`config.mk`:
```
export PLATFORM = sky130hd
export DESIGN_NAME = mseq_start_sequencer
export DESIGN_NICKNAME = d
export VERILOG_FILES = /design/src/logic/mss_timer.v /design/src/logic/mss_start_sequencer.v
export VERILOG_INCLUDE_DIRS = /design/src /design/src/inc
export SDC_FILE = /design/constraint.sdc
export NUM_CORES = 1
export LEC_CHECK = 0
export ABC_AREA = 1
export BUFFER_PORTS_ARGS = -buffer_cell sky130_fd_sc_hd__buf_2
export CORE_ASPECT_RATIO = 1.75
export CORE_UTILIZATION = 58
export DETAILED_ROUTE_END_ITERATION = 8
export PLACE_DENSITY_LB_ADDON = 0.25
export SLEW_MARGIN = 20
export SYNTH_ARGS = -nofsm -noshare
export SYNTH_HDL_FRONTEND = slang
export SYNTH_SLANG_ARGS = --single-unit
```
`constraint.sdc`:
```
create_clock -name i_mclk -period 3.3 [get_ports i_mclk]
set_input_delay 0.66 -clock i_mclk [delete_from_list [all_inputs] [get_ports i_mclk]]
set_output_delay 0.66 -clock i_mclk [all_outputs]
set_load 0.05 [all_outputs]
```
`src/inc/mss_regs.vh`:
```
`ifndef MSEQ_REGS_VH
`define MSEQ_REGS_VH
// sequencer state codes
`define MSEQ_ST_POWER_ON     4'h0
`define MSEQ_ST_DETECT_CHECK 4'h1
`define MSEQ_ST_DETECT       4'h2
`define MSEQ_ST_STAT_CHECK   4'h3
`define MSEQ_ST_STAT_BRAKE   4'h4
`define MSEQ_ST_DIR_CHECK    4'h5
`define MSEQ_ST_RESYNC_CHECK 4'h6
`define MSEQ_ST_REV_CHECK    4'h7
`define MSEQ_ST_REV_CL       4'h8
`define MSEQ_ST_REV_OL       4'h9
`define MSEQ_ST_COAST_CHECK  4'hA
`define MSEQ_ST_COAST        4'hB
`define MSEQ_ST_BRAKE_CHECK  4'hC
`define MSEQ_ST_BRAKE        4'hD
`define MSEQ_ST_STARTUP      4'hE
`define MSEQ_ST_CLOSED_LOOP  4'hF
// gate pattern {hs_a,hs_b,hs_c,ls_a,ls_b,ls_c}
`define MSEQ_GATE_OFF        6'h00
`define MSEQ_GATE_ALL_LS     6'h07
`define MSEQ_GATE_ALL_HS     6'h38
// timing: one duration unit in ns, clock period in ns
`define MSEQ_UNIT_NS         1000000
`define MSEQ_CLK_NS          20
`define MSEQ_UNIT_CYC        (`MSEQ_UNIT_NS / `MSEQ_CLK_NS)
// phase-state codes during drive
`define MSEQ_DRV_NONE        2'h0
`define MSEQ_DRV_OPEN_LOOP   2'h1
`define MSEQ_DRV_CLOSED_LOOP 2'h2
`define MSEQ_DRV_REVERSE     2'h3
`endif

```
`src/logic/mss_timer.v`:
```
`timescale 1ns/1ps
`default_nettype none
// down-counting duration timer
module mseq_timer #(
	parameter integer W_DUR  = 8,
	parameter integer UNIT   = 50000
) (
	input  wire             i_mclk,
	input  wire             i_nrst,
	input  wire             i_ce,
	input  wire             i_start,
	input  wire [W_DUR-1:0] i_dur,
	output wire             o_done
);
	reg [W_DUR-1:0] units_ff;
	reg [31:0]      tick_ff;
	reg             run_ff;
	reg             done_ff;
	assign o_done = done_ff;
	always @(posedge i_mclk or negedge i_nrst) begin
		if (!i_nrst) begin
			units_ff <= {W_DUR{1'b0}};
			tick_ff  <= 32'h00000000;
			run_ff   <= 1'b0;
			done_ff  <= 1'b0;
		end else if (i_ce) begin
			done_ff <= 1'b0;
			if (i_start) begin
				units_ff <= i_dur;
				tick_ff  <= 32'h00000000;
				run_ff   <= 1'b1;
			end else if (run_ff) begin
				if (units_ff == {W_DUR{1'b0}}) begin
					run_ff  <= 1'b0;
					done_ff <= 1'b1;
				end else if (tick_ff == UNIT[31:0] - 32'h00000001) begin
					tick_ff  <= 32'h00000000;
					units_ff <= units_ff - {{(W_DUR-1){1'b0}}, 1'b1};
				end else begin
					tick_ff <= tick_ff + 32'h00000001;
				end
			end
		end
	end
endmodule // mseq_timer
`default_nettype wire

```
`src/logic/mss_start_sequencer.v`:
```
`timescale 1ns/1ps
`default_nettype none
`include "mss_regs.vh"
// Function
// [RQ1] start in power-on after power-up, standby, sleep
// [RQ2] direction change forces reverse path
// [RQ3] detect only when enabled, else brake check
// [RQ4] low back-emf means stationary
// [RQ5] stationary brake if enabled, else start-up
// [RQ6] all low sides on for brake time
// [RQ7] forward to resync, reverse to reverse check
// [RQ8] resync enabled compares back-emf, else coast
// [RQ9] high back-emf loads detect data, closed loop
// [RQ10] reverse enabled evaluates speed, else coast
// [RQ11] reverse closed loop until below handoff
// [RQ12] open loop through zero to closed loop
// [RQ13] coast if enabled, else brake check
// [RQ14] all six off for coast time
// [RQ15] brake if enabled, else start-up
// [RQ16] time or current brake, chosen side
// [RQ17] closed loop uses trapezoidal commutation
// [RQ18] detect samples phase voltages via adc
// [RQ19] start-up method then open-loop acceleration
// [RQ20] reverse shares handoff threshold and limits
// [RQ21] coast to brake check, brakes to start-up
module mseq_start_sequencer #(
	parameter integer W_BEMF = 12,
	parameter integer W_SPD  = 16,
	parameter integer W_DUR  = 8,
	parameter integer UNIT   = `MSEQ_UNIT_CYC
) (
	input  wire              i_mclk,
	input  wire              i_nrst,
	input  wire              i_ce,
	input  wire              i_restart,
	input  wire              i_dir_change,
	input  wire              i_speed_detect_enable,
	input  wire              i_stationary_brake_enable,
	input  wire              i_resynchronise_enable,
	input  wire              i_reverse_drive_enable,
	input  wire              i_coast_enable,
	input  wire              i_brake_enable,
	input  wire              i_brake_type_select,
	input  wire              i_brake_side_select,
	input  wire [W_BEMF-1:0] i_stationary_backemf_threshold,
	input  wire [W_BEMF-1:0] i_resync_backemf_minimum,
	input  wire [W_SPD-1:0]  i_loop_handoff_threshold,
	input  wire [W_DUR-1:0]  i_stationary_brake_duration,
	input  wire [W_DUR-1:0]  i_coast_time,
	input  wire [W_DUR-1:0]  i_brake_duration,
	input  wire [W_BEMF-1:0] i_brake_release_current,
	input  wire              i_adc_valid,
	input  wire [W_BEMF-1:0] i_adc_backemf,
	input  wire              i_adc_reverse,
	input  wire [W_SPD-1:0]  i_adc_speed,
	input  wire [2:0]        i_adc_sector,
	input  wire [W_BEMF-1:0] i_phase_current_max,
	input  wire              i_startup_done,
	input  wire [W_SPD-1:0]  i_drive_speed,
	output reg  [5:0]        o_gate,
	output reg               o_adc_sample,
	output reg  [1:0]        o_drive_mode,
	output reg               o_drive_load,
	output reg  [W_SPD-1:0]  o_load_speed,
	output reg  [2:0]        o_load_sector,
	output reg               o_startup_run,
	output reg               o_trapezoidal,
	output reg  [3:0]        o_state
);
	////////////////////////////////////////////////////////////////////////////
	function [5:0] brake_gate;
		input side;
		begin
			brake_gate = side ? `MSEQ_GATE_ALL_HS : `MSEQ_GATE_ALL_LS;
		end
	endfunction

	////////////////////////////////////////////////////////////////////////////
	reg  [3:0]       state_ff;
	reg  [3:0]       nxt_state;
	reg              dirchg_ff;
	reg              rev_ff;
	reg  [W_BEMF-1:0] bemf_ff;
	reg  [W_SPD-1:0] spd_ff;
	reg  [2:0]       sec_ff;
	reg              tmr_start;
	reg  [W_DUR-1:0] tmr_dur;
	wire             tmr_done;
	reg              started_ff;

	mseq_timer #(
		.W_DUR (W_DUR),
		.UNIT  (UNIT)
	) u_timer (
		.i_mclk  (i_mclk),
		.i_nrst  (i_nrst),
		.i_ce    (i_ce),
		.i_start (tmr_start),
		.i_dur   (tmr_dur),
		.o_done  (tmr_done)
	);

	////////////////////////////////////////////////////////////////////////////
	always @* begin
		nxt_state = state_ff;
		tmr_start = 1'b0;
		tmr_dur   = {W_DUR{1'b0}};
		case (state_ff)
			`MSEQ_ST_POWER_ON: begin
				nxt_state = `MSEQ_ST_DETECT_CHECK;
			end
			`MSEQ_ST_DETECT_CHECK: begin
				if (i_speed_detect_enable) // RQ3
					nxt_state = `MSEQ_ST_DETECT;
				else
					nxt_state = `MSEQ_ST_BRAKE_CHECK; // RQ3
			end
			`MSEQ_ST_DETECT: begin
				if (i_adc_valid) begin // RQ18
					if (i_adc_backemf < i_stationary_backemf_threshold)
						nxt_state = `MSEQ_ST_STAT_CHECK; // RQ4
					else
						nxt_state = `MSEQ_ST_DIR_CHECK; // RQ4
				end
			end
			`MSEQ_ST_STAT_CHECK: begin
				if (i_stationary_brake_enable) begin // RQ5
					nxt_state = `MSEQ_ST_STAT_BRAKE;
					tmr_start = 1'b1;
					tmr_dur   = i_stationary_brake_duration; // RQ6
				end else begin
					nxt_state = `MSEQ_ST_STARTUP; // RQ5
				end
			end
			`MSEQ_ST_STAT_BRAKE: begin
				if (tmr_done)
					nxt_state = `MSEQ_ST_STARTUP; // RQ21
			end
			`MSEQ_ST_DIR_CHECK: begin
				if (rev_ff || dirchg_ff) // RQ2
					nxt_state = `MSEQ_ST_REV_CHECK; // RQ7
				else
					nxt_state = `MSEQ_ST_RESYNC_CHECK; // RQ7
			end
			`MSEQ_ST_RESYNC_CHECK: begin
				if (!i_resynchronise_enable)
					nxt_state = `MSEQ_ST_COAST_CHECK; // RQ8
				else if (bemf_ff > i_resync_backemf_minimum) // RQ8
					nxt_state = `MSEQ_ST_CLOSED_LOOP; // RQ9
				else
					nxt_state = `MSEQ_ST_STAT_CHECK; // RQ9
			end
			`MSEQ_ST_REV_CHECK: begin
				if (!i_reverse_drive_enable)
					nxt_state = `MSEQ_ST_COAST_CHECK; // RQ10
				else if (spd_ff > i_loop_handoff_threshold) // RQ10 RQ20
					nxt_state = `MSEQ_ST_REV_CL;
				else
					nxt_state = `MSEQ_ST_REV_OL;
			end
			`MSEQ_ST_REV_CL: begin
				if (i_drive_speed <= i_loop_handoff_threshold)
					nxt_state = `MSEQ_ST_REV_OL; // RQ11
			end
			`MSEQ_ST_REV_OL: begin
				if (i_startup_done && i_drive_speed > i_loop_handoff_threshold)
					nxt_state = `MSEQ_ST_CLOSED_LOOP; // RQ12 RQ20
			end
			`MSEQ_ST_COAST_CHECK: begin
				if (i_coast_enable) begin // RQ13
					nxt_state = `MSEQ_ST_COAST;
					tmr_start = 1'b1;
					tmr_dur   = i_coast_time; // RQ14
				end else begin
					nxt_state = `MSEQ_ST_BRAKE_CHECK; // RQ13
				end
			end
			`MSEQ_ST_COAST: begin
				if (tmr_done)
					nxt_state = `MSEQ_ST_BRAKE_CHECK; // RQ21
			end
			`MSEQ_ST_BRAKE_CHECK: begin
				if (i_brake_enable) begin // RQ15
					nxt_state = `MSEQ_ST_BRAKE;
					tmr_start = 1'b1;
					tmr_dur   = i_brake_duration;
				end else begin
					nxt_state = `MSEQ_ST_STARTUP; // RQ15
				end
			end
			`MSEQ_ST_BRAKE: begin
				if (i_brake_type_select) begin
					if (i_phase_current_max < i_brake_release_current)
						nxt_state = `MSEQ_ST_STARTUP; // RQ16 RQ21
				end else if (tmr_done) begin
					nxt_state = `MSEQ_ST_STARTUP; // RQ16 RQ21
				end
			end
			`MSEQ_ST_STARTUP: begin
				if (started_ff && i_startup_done &&
					i_drive_speed > i_loop_handoff_threshold)
					nxt_state = `MSEQ_ST_CLOSED_LOOP; // RQ19 RQ20
			end
			`MSEQ_ST_CLOSED_LOOP: begin
				nxt_state = `MSEQ_ST_CLOSED_LOOP; // RQ17
			end
			default: begin
				nxt_state = `MSEQ_ST_POWER_ON;
			end
		endcase
		if (i_restart)
			nxt_state = `MSEQ_ST_POWER_ON; // RQ1
	end

	////////////////////////////////////////////////////////////////////////////
	always @(posedge i_mclk or negedge i_nrst) begin
		if (!i_nrst) begin
			state_ff      <= `MSEQ_ST_POWER_ON; // RQ1
			dirchg_ff     <= 1'b0;
			rev_ff        <= 1'b0;
			bemf_ff       <= {W_BEMF{1'b0}};
			spd_ff        <= {W_SPD{1'b0}};
			sec_ff        <= 3'h0;
			started_ff    <= 1'b0;
			o_gate        <= `MSEQ_GATE_OFF;
			o_adc_sample  <= 1'b0;
			o_drive_mode  <= `MSEQ_DRV_NONE;
			o_drive_load  <= 1'b0;
			o_load_speed  <= {W_SPD{1'b0}};
			o_load_sector <= 3'h0;
			o_startup_run <= 1'b0;
			o_trapezoidal <= 1'b0;
			o_state       <= `MSEQ_ST_POWER_ON;
		end else if (i_ce) begin
			state_ff <= nxt_state;
			o_state  <= nxt_state;
			if (state_ff == `MSEQ_ST_POWER_ON)
				dirchg_ff <= i_dir_change; // RQ2
			if (state_ff == `MSEQ_ST_DETECT && i_adc_valid) begin
				bemf_ff <= i_adc_backemf;
				spd_ff  <= i_adc_speed;
				sec_ff  <= i_adc_sector;
				rev_ff  <= i_adc_reverse;
			end
			started_ff   <= (state_ff == `MSEQ_ST_STARTUP);
			o_adc_sample <= (nxt_state == `MSEQ_ST_DETECT); // RQ18
			o_drive_load <= (state_ff == `MSEQ_ST_RESYNC_CHECK) &&
				(nxt_state == `MSEQ_ST_CLOSED_LOOP); // RQ9
			if (state_ff == `MSEQ_ST_RESYNC_CHECK || state_ff == `MSEQ_ST_REV_CHECK) begin
				o_load_speed  <= spd_ff; // RQ9
				o_load_sector <= sec_ff;
			end
			case (nxt_state)
				`MSEQ_ST_STAT_BRAKE: o_gate <= `MSEQ_GATE_ALL_LS; // RQ6
				`MSEQ_ST_BRAKE:      o_gate <= brake_gate(i_brake_side_select); // RQ16
				default:             o_gate <= `MSEQ_GATE_OFF; // RQ14
			endcase
			case (nxt_state)
				`MSEQ_ST_REV_CL:      o_drive_mode <= `MSEQ_DRV_REVERSE; // RQ11
				`MSEQ_ST_REV_OL:      o_drive_mode <= `MSEQ_DRV_OPEN_LOOP; // RQ12
				`MSEQ_ST_STARTUP:     o_drive_mode <= `MSEQ_DRV_OPEN_LOOP; // RQ19
				`MSEQ_ST_CLOSED_LOOP: o_drive_mode <= `MSEQ_DRV_CLOSED_LOOP;
				default:              o_drive_mode <= `MSEQ_DRV_NONE;
			endcase
			o_startup_run <= (nxt_state == `MSEQ_ST_STARTUP); // RQ19
			o_trapezoidal <= (nxt_state == `MSEQ_ST_CLOSED_LOOP); // RQ17
		end
	end
endmodule // mseq_start_sequencer
`default_nettype wire

```
Yosys cells after proc, flatten, opt, wreduce, memory -nomap -nowiden
Cells that the tools add are included.
Storage, ports and cells
  word-level logic and storage cells: 113
  output and inout port bits: 35
  input port bits: 151
  flip-flop bits (word level): 111
Operators by class
  $lt $le $gt $ge: 6
  add/sub/neg operators: 2
  eq/ne operators: 24
  mux-type cells: 45
  reduce and logical (&&, ||, !) cells: 17
Operators by type and width (count)
  32-bit two-way mux: 4
  4-bit case mux with 16 select lines: 1
  8-bit two-way mux: 7
  4-bit == test, second input constant: 13
  4-bit two-way mux: 13
  32-bit by 1-bit adder with 32-bit output, second input constant: 1
  32-bit by 16-bit == test with 1-bit output, second input constant: 1
  16-bit greater-than comparator: 2
  12-bit less-than comparator: 2
  8-bit case mux with 3 select lines: 1
  4-bit by 3-bit == test with 1-bit output, second input constant: 5
  16-bit less-or-equal comparator: 1
  4-bit by 2-bit == test with 1-bit output, second input constant: 3
  12-bit greater-than comparator: 1
  6-bit case mux with 2 select lines: 1
  1-bit two-way mux: 11
  8-bit zero test: 1
  8-bit by 1-bit subtractor with 8-bit output, second input constant: 1
  3-bit two-way mux: 2
  6-bit two-way mux: 1
  2-bit case mux with 3 select lines: 1
  2-bit AND reduction: 3
  1-bit logical AND: 5
  4-bit by 1-bit == test with 1-bit output, second input constant: 1
  9 further kinds: 12

Depth between registers and ports, before layout
Gate-level depths: netlist of the first run.
  depth after elaboration: 8
  depth in mapped cells: 20
  mapped depth without buffers: 20

By module
Synthesis of the first run repeated with hierarchy kept, for this count alone.
Second synthesis, totals
  cells, all modules: 1125
  area, all modules: 7737.4 sq um
Modules (own cells, without submodules)
  mseq_start_sequencer: cells an instance 668, area each 4813.4 sq um, instances 1, seq. area each 1626.6 sq um
  mseq_timer: cells an instance 457, area each 2924.1 sq um, instances 1, seq. area each 1051.0 sq um

Least setup slack after synthesis of the first run
No wires, ideal clock.
  path type: reg2reg
  start point: reg state_ff[1]
  end point: reg u_timer.tick_ff[30]
  cell stages (with the launch flop): 17
  setup slack: 1.121 ns
  buffers on the path: 1
  period minus slack after synthesis: 2.179 ns
  library setup time: 0.119 ns
  required time: 3.181 ns
  data arrival time: 2.060 ns
  cell sequence: dfrtp_1 buf_4 nand2_2 nor2_2 nand2_2 nand3_4 nand2_4 clkinv_2 nor2_4 nor2_4 nand2_2 nor2_4 nand2_4 nor2_4 nand3_1 nand2_1 nor2_1
Between the ends
  cells in the longest elaborated chain, start to end: 4
  elaborated cells on any way between the ends: 8
  classes of those cells: eq/ne: 4; mux: 2; reduce/logical: 2
RTL lines
  from (decl): line mss_start_sequencer.v:79  | reg [3:0] state_ff;
  from (signal assigned): line mss_start_sequencer.v:218  | state_ff <= `MSEQ_ST_POWER_ON;
  from (signal assigned): line mss_start_sequencer.v:235  | state_ff <= nxt_state;
  4-bit == test or 4-bit by 2-bit == test with 1-bit output (tied branches): line mss_start_sequencer.v:108  | case (state_ff)
  1-bit case mux with 3 select lines (*): line mss_start_sequencer.v:108
  2-bit != test (no source line) or 2-bit nonzero test (tied branches)
  3-bit AND reduction (no source line)
  to (signal assigned): line mss_timer.v:40  | tick_ff <= tick_ff + 32'h00000001;
  to (decl): line mss_timer.v:16  | reg [31:0] tick_ff;
Every way passes the cells marked *; elsewhere a longest branch is shown, timed or not.
A chain may end at the register's enable or synchronous reset.

Worst setup path after layout of the first run
  start point: in i_loop_handoff_threshold[9]
  end point: reg o_gate[2]
Between the ends
  cells in the longest elaborated chain, start to end: 7
  elaborated cells on any way between the ends: 15
  classes of those cells: order compare: 3; eq/ne: 2; mux: 8; reduce/logical: 2
RTL lines
  from (decl): line mss_start_sequencer.v:47  | input wire [W_SPD-1:0] i_loop_handoff_threshold,
  16-bit greater-than comparator, on equally long branches: line mss_start_sequencer.v:156, mss_start_sequencer.v:166, mss_start_sequencer.v:201
  1-bit two-way mux (tied with other cells): line mss_start_sequencer.v:156  | else if (spd_ff > i_loop_handoff_threshold)
  2-bit two-way mux (tied with other cells): line mss_start_sequencer.v:154  | if (!i_reverse_drive_enable)
  4-bit case mux with 16 select lines (*): line mss_start_sequencer.v:108
  4-bit two-way mux (*): line mss_start_sequencer.v:211  | if (i_restart)
  4-bit == test or 4-bit by 3-bit == test with 1-bit output (tied branches)
  6-bit case mux with 2 select lines (*): line mss_start_sequencer.v:253  | case (nxt_state)
  to (signal assigned): line mss_start_sequencer.v:254  | `MSEQ_ST_STAT_BRAKE: o_gate <= `MSEQ_GATE_ALL_LS;
  to (signal assigned): line mss_start_sequencer.v:255  | `MSEQ_ST_BRAKE: o_gate <= brake_gate(i_brake_side_select);
  to (signal assigned): line mss_start_sequencer.v:256  | default: o_gate <= `MSEQ_GATE_OFF;
  to (decl): line mss_start_sequencer.v:60  | output reg [5:0] o_gate,
Marked as above.

==> flow_summary.toml, run 1 <==
[route]
vias_per_cell = 5.24
detail_route.wl_per_cell_um = 13.7
drt_wl_total_um = 18000
initialDrtViolationCount = 267
vias = 6886
drtAntennaViolNets = 0
drc_errors = 0
firstDrtPassIters = 5

[synth]
synth_enable_flop_cells = 0
ys_types = 46
synth_fp_nets = 1183
async_flop_share = 1.00
yosys.area.top_type_share = 0.371
synth.area.top_cells = "dfrtp_1 (37%), ha_1 (12%), nand2_1 (12%)"
syn_area_mm2 = 0.00722
syn-mean-instance-area_um2 = 7.49
ys_ff_latch = 107
yosysWarningCount = 0
yosysSeqAreaShare = 0.371
ys.flop_type = "dfrtp_1"
synth_cells = 964
yosys.area.top_type = "dfrtp_1"

[placement]
pre_cts_ws_ps = 569
hpwl_um = 14500
place_congestion = 0.945
port_buffers = 185

[critical_path]
critPathMaxFanout = 4
worstSetupStartpointType = "input pin"
crit_type = "in2reg"
endpoint_kind = "register"
crit_arrival_ps = 2580
crit_required_ps = 3540
reg2reg_depth = 12

[timing]
hold_viol = 0
fmax_mhz = 427
setup_slack_ps = 960
finalSetupTns_ps = 0
max-slew-margin-rel = 0.323
drv_slew = 0
fin_skew_ps = 8.72
rsz0062_at_grt = "no"
fin_crit_sh = 0.709
setup_violations = 0
fin_crit_ps = 2340
worst_pin_slew_ps = 1010

[power]
p_seq_frac = 0.400
ir_worst_vdd_v = 0.000316
p_switching_mw = 1.99
power-per-cell-area_mw_per_mm2 = 573
p_clk_frac = 0.208
combPwrFrac = 0.393
p_int_mw = 2.93
p_leak_nw = 4.94
swShare = 0.405

[floorplan]
io_pins = 186
die_w_um = 86.3
die_area_mm2 = 0.0129
rows = 53
core_mm2 = 0.0121
die_h_um = 150
initial_core_util = 0.598

[job]
cap_viol_max_count = 0

[grt]
grt_pass1_vias = 6574
grt-ovfl-total = 0
grt_first_pass_wirelength_um = 28700
grt_use_total = 0.286
grt_max_degree = 55
antenna_found_initial = 0

[finish]
insertedDiodeCount = 0
area_delta_synth_final_pct = 18.8
drive_gt1_frac = 0.221
fill_cells = 1066
final_common_cell = "nand2_1"
nets = 1363
layout_common_cells = "nand2_1 (225), buf_2 (184), inv_1 (156)"

[clocking]
cts-root-buf = "clkbuf_16"
tritoncts = "done"
clk_path_buf_depth = 2
clk_pin_slew_ps = 70
post_cts_buffers = 0
cts_resized = 0
htree_levels = 3
clk_latency_ps = 350
cts_buffers = 9
hold_buffers = 0
clock_sinks = 107

[run_status]
status = "completed"

[min_path]
hp-class = "in2async"
==> worst paths after layout <==
kind / from / end / slack, ps
hold reg to reg: started_ff / started_ff / 480
setup / recovery: i_loop_handoff_threshold[9] / o_gate[2] / 960
hold / removal: i_nrst / u_timer.units_ff[6] / 350
min in group i_mclk: started_ff / started_ff / 480
max in group asynchronous: i_nrst / o_load_speed[3] / 2220
setup reg to reg: u_timer.units_ff[0] / u_timer.tick_ff[9] / 980
==> registers in the layout, summed over array words and instances (netlist names) <==
register and count:
sec_ff 3, u_timer.o_done 1, o_load_sector 3, o_drive_mode 2, o_load_speed 16, bemf_ff 12, u_timer.units_ff 8, o_gate 2
rev_ff 1, state_ff 4, o_drive_load 1, u_timer.run_ff 1, u_timer.tick_ff 32, started_ff 1, o_startup_run 1, spd_ff 16
dirchg_ff 1, o_trapezoidal 1, o_adc_sample 1
==> per-layer routing <==
metal	global-route usage	vias up	wire, um	part of all wire
li1	-	3481	-	-
met5	0	-	0	0
met1	0.295	3185	6600	0.37
met3	0.0436	41	704	0.039
met2	0.556	179	10100	0.56
met4	0.121	0	586	0.033
==> logic make-up after synthesis <==
family / after synthesis / share of synthesized area
fa+ha+maj: 68 / 0.118
mux: 13 / 0.0203
xor+xnor: 8 / 0.00970
flops: 107 / 0.371
simple gates: 437 / 0.268
compound gates: 148 / 0.114
buf+inv: 183 / 0.0996
==> Yosys cell counts (2+ instances only) <==
library cell  instances
nand2_1             226
inv_1               156
dfrtp_1             107
nor2_1               91
a21oi_1              73
ha_1                 68
o21ai_0              43
nand3_1              39
nand4_1              22
nor3_1               22
mux2_2               13
clkbuf_1              9
nand2_2               8
xor2_1                8
buf_4                 7
inv_2                 5
nor4_1                5
a22o_1                4
buf_2                 4
nor2_2                4
nor2_4                4
nor3_2                4
o21ai_1               4
a211oi_1              3
a31oi_1               3
nand2_4               3
o21a_1                3
a21o_1                2
a221oi_1              2
nor3b_1               2
o211a_1               2
o21ai_2               2
o22ai_1               2
or2_2                 2
==> through the flow <==
step | cells | power, mW | utilization | cell area, um2 | hold WS [ps]
2_1_floorplan | 964 | 3.36 | - | 7220 | 364
3_3_place_gp | 1298 | 3.85 | 0.687 | 8290 | 459
3_5_place_dp | 1298 | 3.92 | 0.687 | 8290 | 466
4_1_cts | 1314 | 4.95 | 0.711 | 8580 | 380
5_1_grt | 1314 | 5.27 | 0.711 | 8580 | 408
6_report | 1314 | 4.91 | 0.711 | 8580 | 345
==> layout make-up <==
class / instances / area [um2] / area share
multi-input combinational: 674 / 3830 / 0.446
sequential: 107 / 2680 / 0.312
timing repair buffer: 189 / 971 / 0.113
inverter: 163 / 613 / 0.0715
clock buffer: 12 / 256 / 0.0299
tap: 165 / 206 / 0.0241
clock inverter: 4 / 25.0 / 0.00292
==> worst max-delay path: stages <==
cell	delay, ps
buf_2	80
inv_1	50
ha_1	310
nand4_1	110
nor3_1	290
nand4_1	260
nand3_1	240
nand3_1	160
nand2_1	170
nor2_1	60
nand2_1	50
nand2_1	50
nand2_1	50
nand2_1	50
==> power by group through the flow <==
stage | Combinational, mW | Clock [mW] | Sequential, mW
global route | 2.16 | 1.09 | 2.01
detailed placement | 1.94 | 0 | 1.98
CTS | 1.95 | 1.04 | 1.96
floorplan | 1.07 | 0 | 2.29
finish | 1.93 | 1.02 | 1.96
global placement | 1.89 | 0 | 1.97
(Power assumes the default switching activity.)
==> run 2, diff against run 1 <==
--- a/config.mk
+++ b/config.mk
@@ -9,7 +9,7 @@
 export ABC_AREA = 1
 export BUFFER_PORTS_ARGS = -buffer_cell sky130_fd_sc_hd__buf_2
 export CORE_ASPECT_RATIO = 1.75
-export CORE_UTILIZATION = 58
+export CORE_UTILIZATION = 49
 export DETAILED_ROUTE_END_ITERATION = 8
 export PLACE_DENSITY_LB_ADDON = 0.25
 export SLEW_MARGIN = 20
==> constraint.sdc (replaced) <==
create_clock -name i_mclk -period 2.06 [get_ports i_mclk]
set_input_delay 0.412 -clock i_mclk [delete_from_list [all_inputs] [get_ports i_mclk]]
set_output_delay 0.412 -clock i_mclk [all_outputs]
set_load 0.05 [all_outputs]
==> flow_summary.toml, run 2 (same netlist as run 1, synthesis figures left out) <==
[placement]
hpwl_um = 15400
pre_cts_ws_ps = -368
placed_area_mm2 = 0.00879
port_buffers = 185
place_congestion = 0.951

[critical_path]
critPathMaxFanout = 6
r2r_setup_slack_ps = -7
reg2reg_depth = 12
crit_type = "reg2reg"
timing.rr.end = "state_ff[0]"
r2r-start = "state_ff[2]"
worstSetupStartpointType = "register"
crit_arrival_ps = 2320
endpoint_kind = "register"
crit_required_ps = 2310

[grt]
antenna_found_initial = 0
grt_first_pass_wirelength_um = 31600
grt_max_degree = 108
grt_use_total = 0.265
grt-ovfl-total = 0
grt_pass1_vias = 7242

[floorplan]
die_area_mm2 = 0.0152
core_mm2 = 0.0144
io_pins = 186
die_w_um = 93.8
rows = 58
die_h_um = 163
initial_core_util = 0.503

[timing]
rsz0062_at_grt = "yes"
setup_slack_ps = -7.49
worst_pin_slew_ps = 577
max-slew-margin-rel = 0.615
fmax_mhz = 484
fin_crit_ps = 2070
fin_crit_sh = 1.00
fin_skew_ps = 10.3
hold_viol = 0
drv_slew = 0
setup_violations = 2

[route]
drtAntennaViolNets = 0
drc_errors = 0
detail_route.wl_per_cell_um = 14.5
firstDrtPassIters = 5
initialDrtViolationCount = 337
vias_per_cell = 5.22
vias = 7422
drt_wl_total_um = 20600

[finish]
layout_common_cells = "nand2_1 (207), buf_2 (184), inv_1 (153)"
area_delta_synth_final_pct = 36.6
regArea_mm2 = 0.00268
final_common_cell = "nand2_1"
multi_input_area_mm2 = 0.00430
fill_cells = 1203
drive_gt1_frac = 0.344
final_core_util = 0.687
insertedDiodeCount = 0
nets = 1457
top_regs = "u_timer.tick_ff (32), o_load_speed (16), spd_ff (16)"
largest_register_ffs = 32
regMostFlops = "u_timer.tick_ff"
design_area_mm2 = 0.00986

[clocking]
cts-root-buf = "clkbuf_16"
clk_pin_slew_ps = 80
hold_buffers = 0
clk_latency_ps = 360
htree_levels = 3
clock_sinks = 107
cts_buffers = 9
tritoncts = "done"
clk_path_buf_depth = 2

[run_status]
status = "complete, but fails checks"
violations = "setup timing"

[job]
cap_viol_max_count = 0

[power]
p_leak_nw = 5.55
ir_worst_vdd_v = 0.000467
power-per-cell-area_mw_per_mm2 = 908

[min_path]
hp-class = "in2async"
-- run 2: final cells by class --
class | count | area share
Sequential cell | 107 | 0.272
Tap cell | 180 | 0.0228
Timing Repair Buffer | 283 | 0.175
Clock inverter | 7 | 0.00888
Inverter | 163 | 0.0624
Multi-Input combinational cell | 674 | 0.436
Clock buffer | 9 | 0.0228
-- run 2: metal layers --
layer | GRT usage | up-vias | wire length, um
met5 | 0 | - | 0
met4 | 0.130 | 0 | 815
met1 | 0.265 | 3481 | 7450
met3 | 0.0341 | 60 | 810
li1 | - | 3674 | -
met2 | 0.518 | 207 | 11500
-- run 2: timing repair --
action                                  in CTS  in global routing
endpoints found under the setup margin      33                 48
pin swaps                                   16                 41
gates resized for setup                     28                 83
endpoints found under the hold margin        0                  0
setup buffers                               18                 16
-- run 2: worst max path at each step --
stage / from / end / cells after the start
floorplan: state_ff[2] / o_drive_mode[0] / 17
global placement: i_loop_handoff_threshold[11] / o_gate[2] / 14
detailed placement: i_loop_handoff_threshold[11] / o_gate[2] / 14
CTS: u_timer.tick_ff[1] / u_timer.tick_ff[30] / 12
global route: state_ff[2] / o_drive_mode[1] / 13
finish: state_ff[2] / state_ff[0] / 12
-- run 2: critical path, stage by stage, from the launching register on --
cell      delay (ps)
dfrtp_2          440
buf_4            160
nand2_2          130
nor2_4            60
nand2_2          100
nand3_1           80
nor2_1            90
nand3_1          110
a21oi_2          170
nand2_2           90
o21ai_4          270
nor2_2            90
o21bai_1         160
-- run 2: stage by stage --
stage                     setup TNS, ps  power [mW]  cells  hold slack, ps
final                             -14.6        8.96   1423            98.6
after detailed placement          -4740        6.50   1373             466
after floorplan                       0        5.38    964             116
after global placement            -3430        6.39   1373             459
after CTS                         -1.39        8.51   1407             148
after global routing              -1860        9.57   1423             141
-- run 2: report_power, final --
part           internal (mW)  total (mW)  switching, mW
Combinational           1.55        3.90           2.34
Clock                  0.977        1.85          0.872
Sequential              2.74        3.21          0.476
Total                   5.26        8.96           3.69
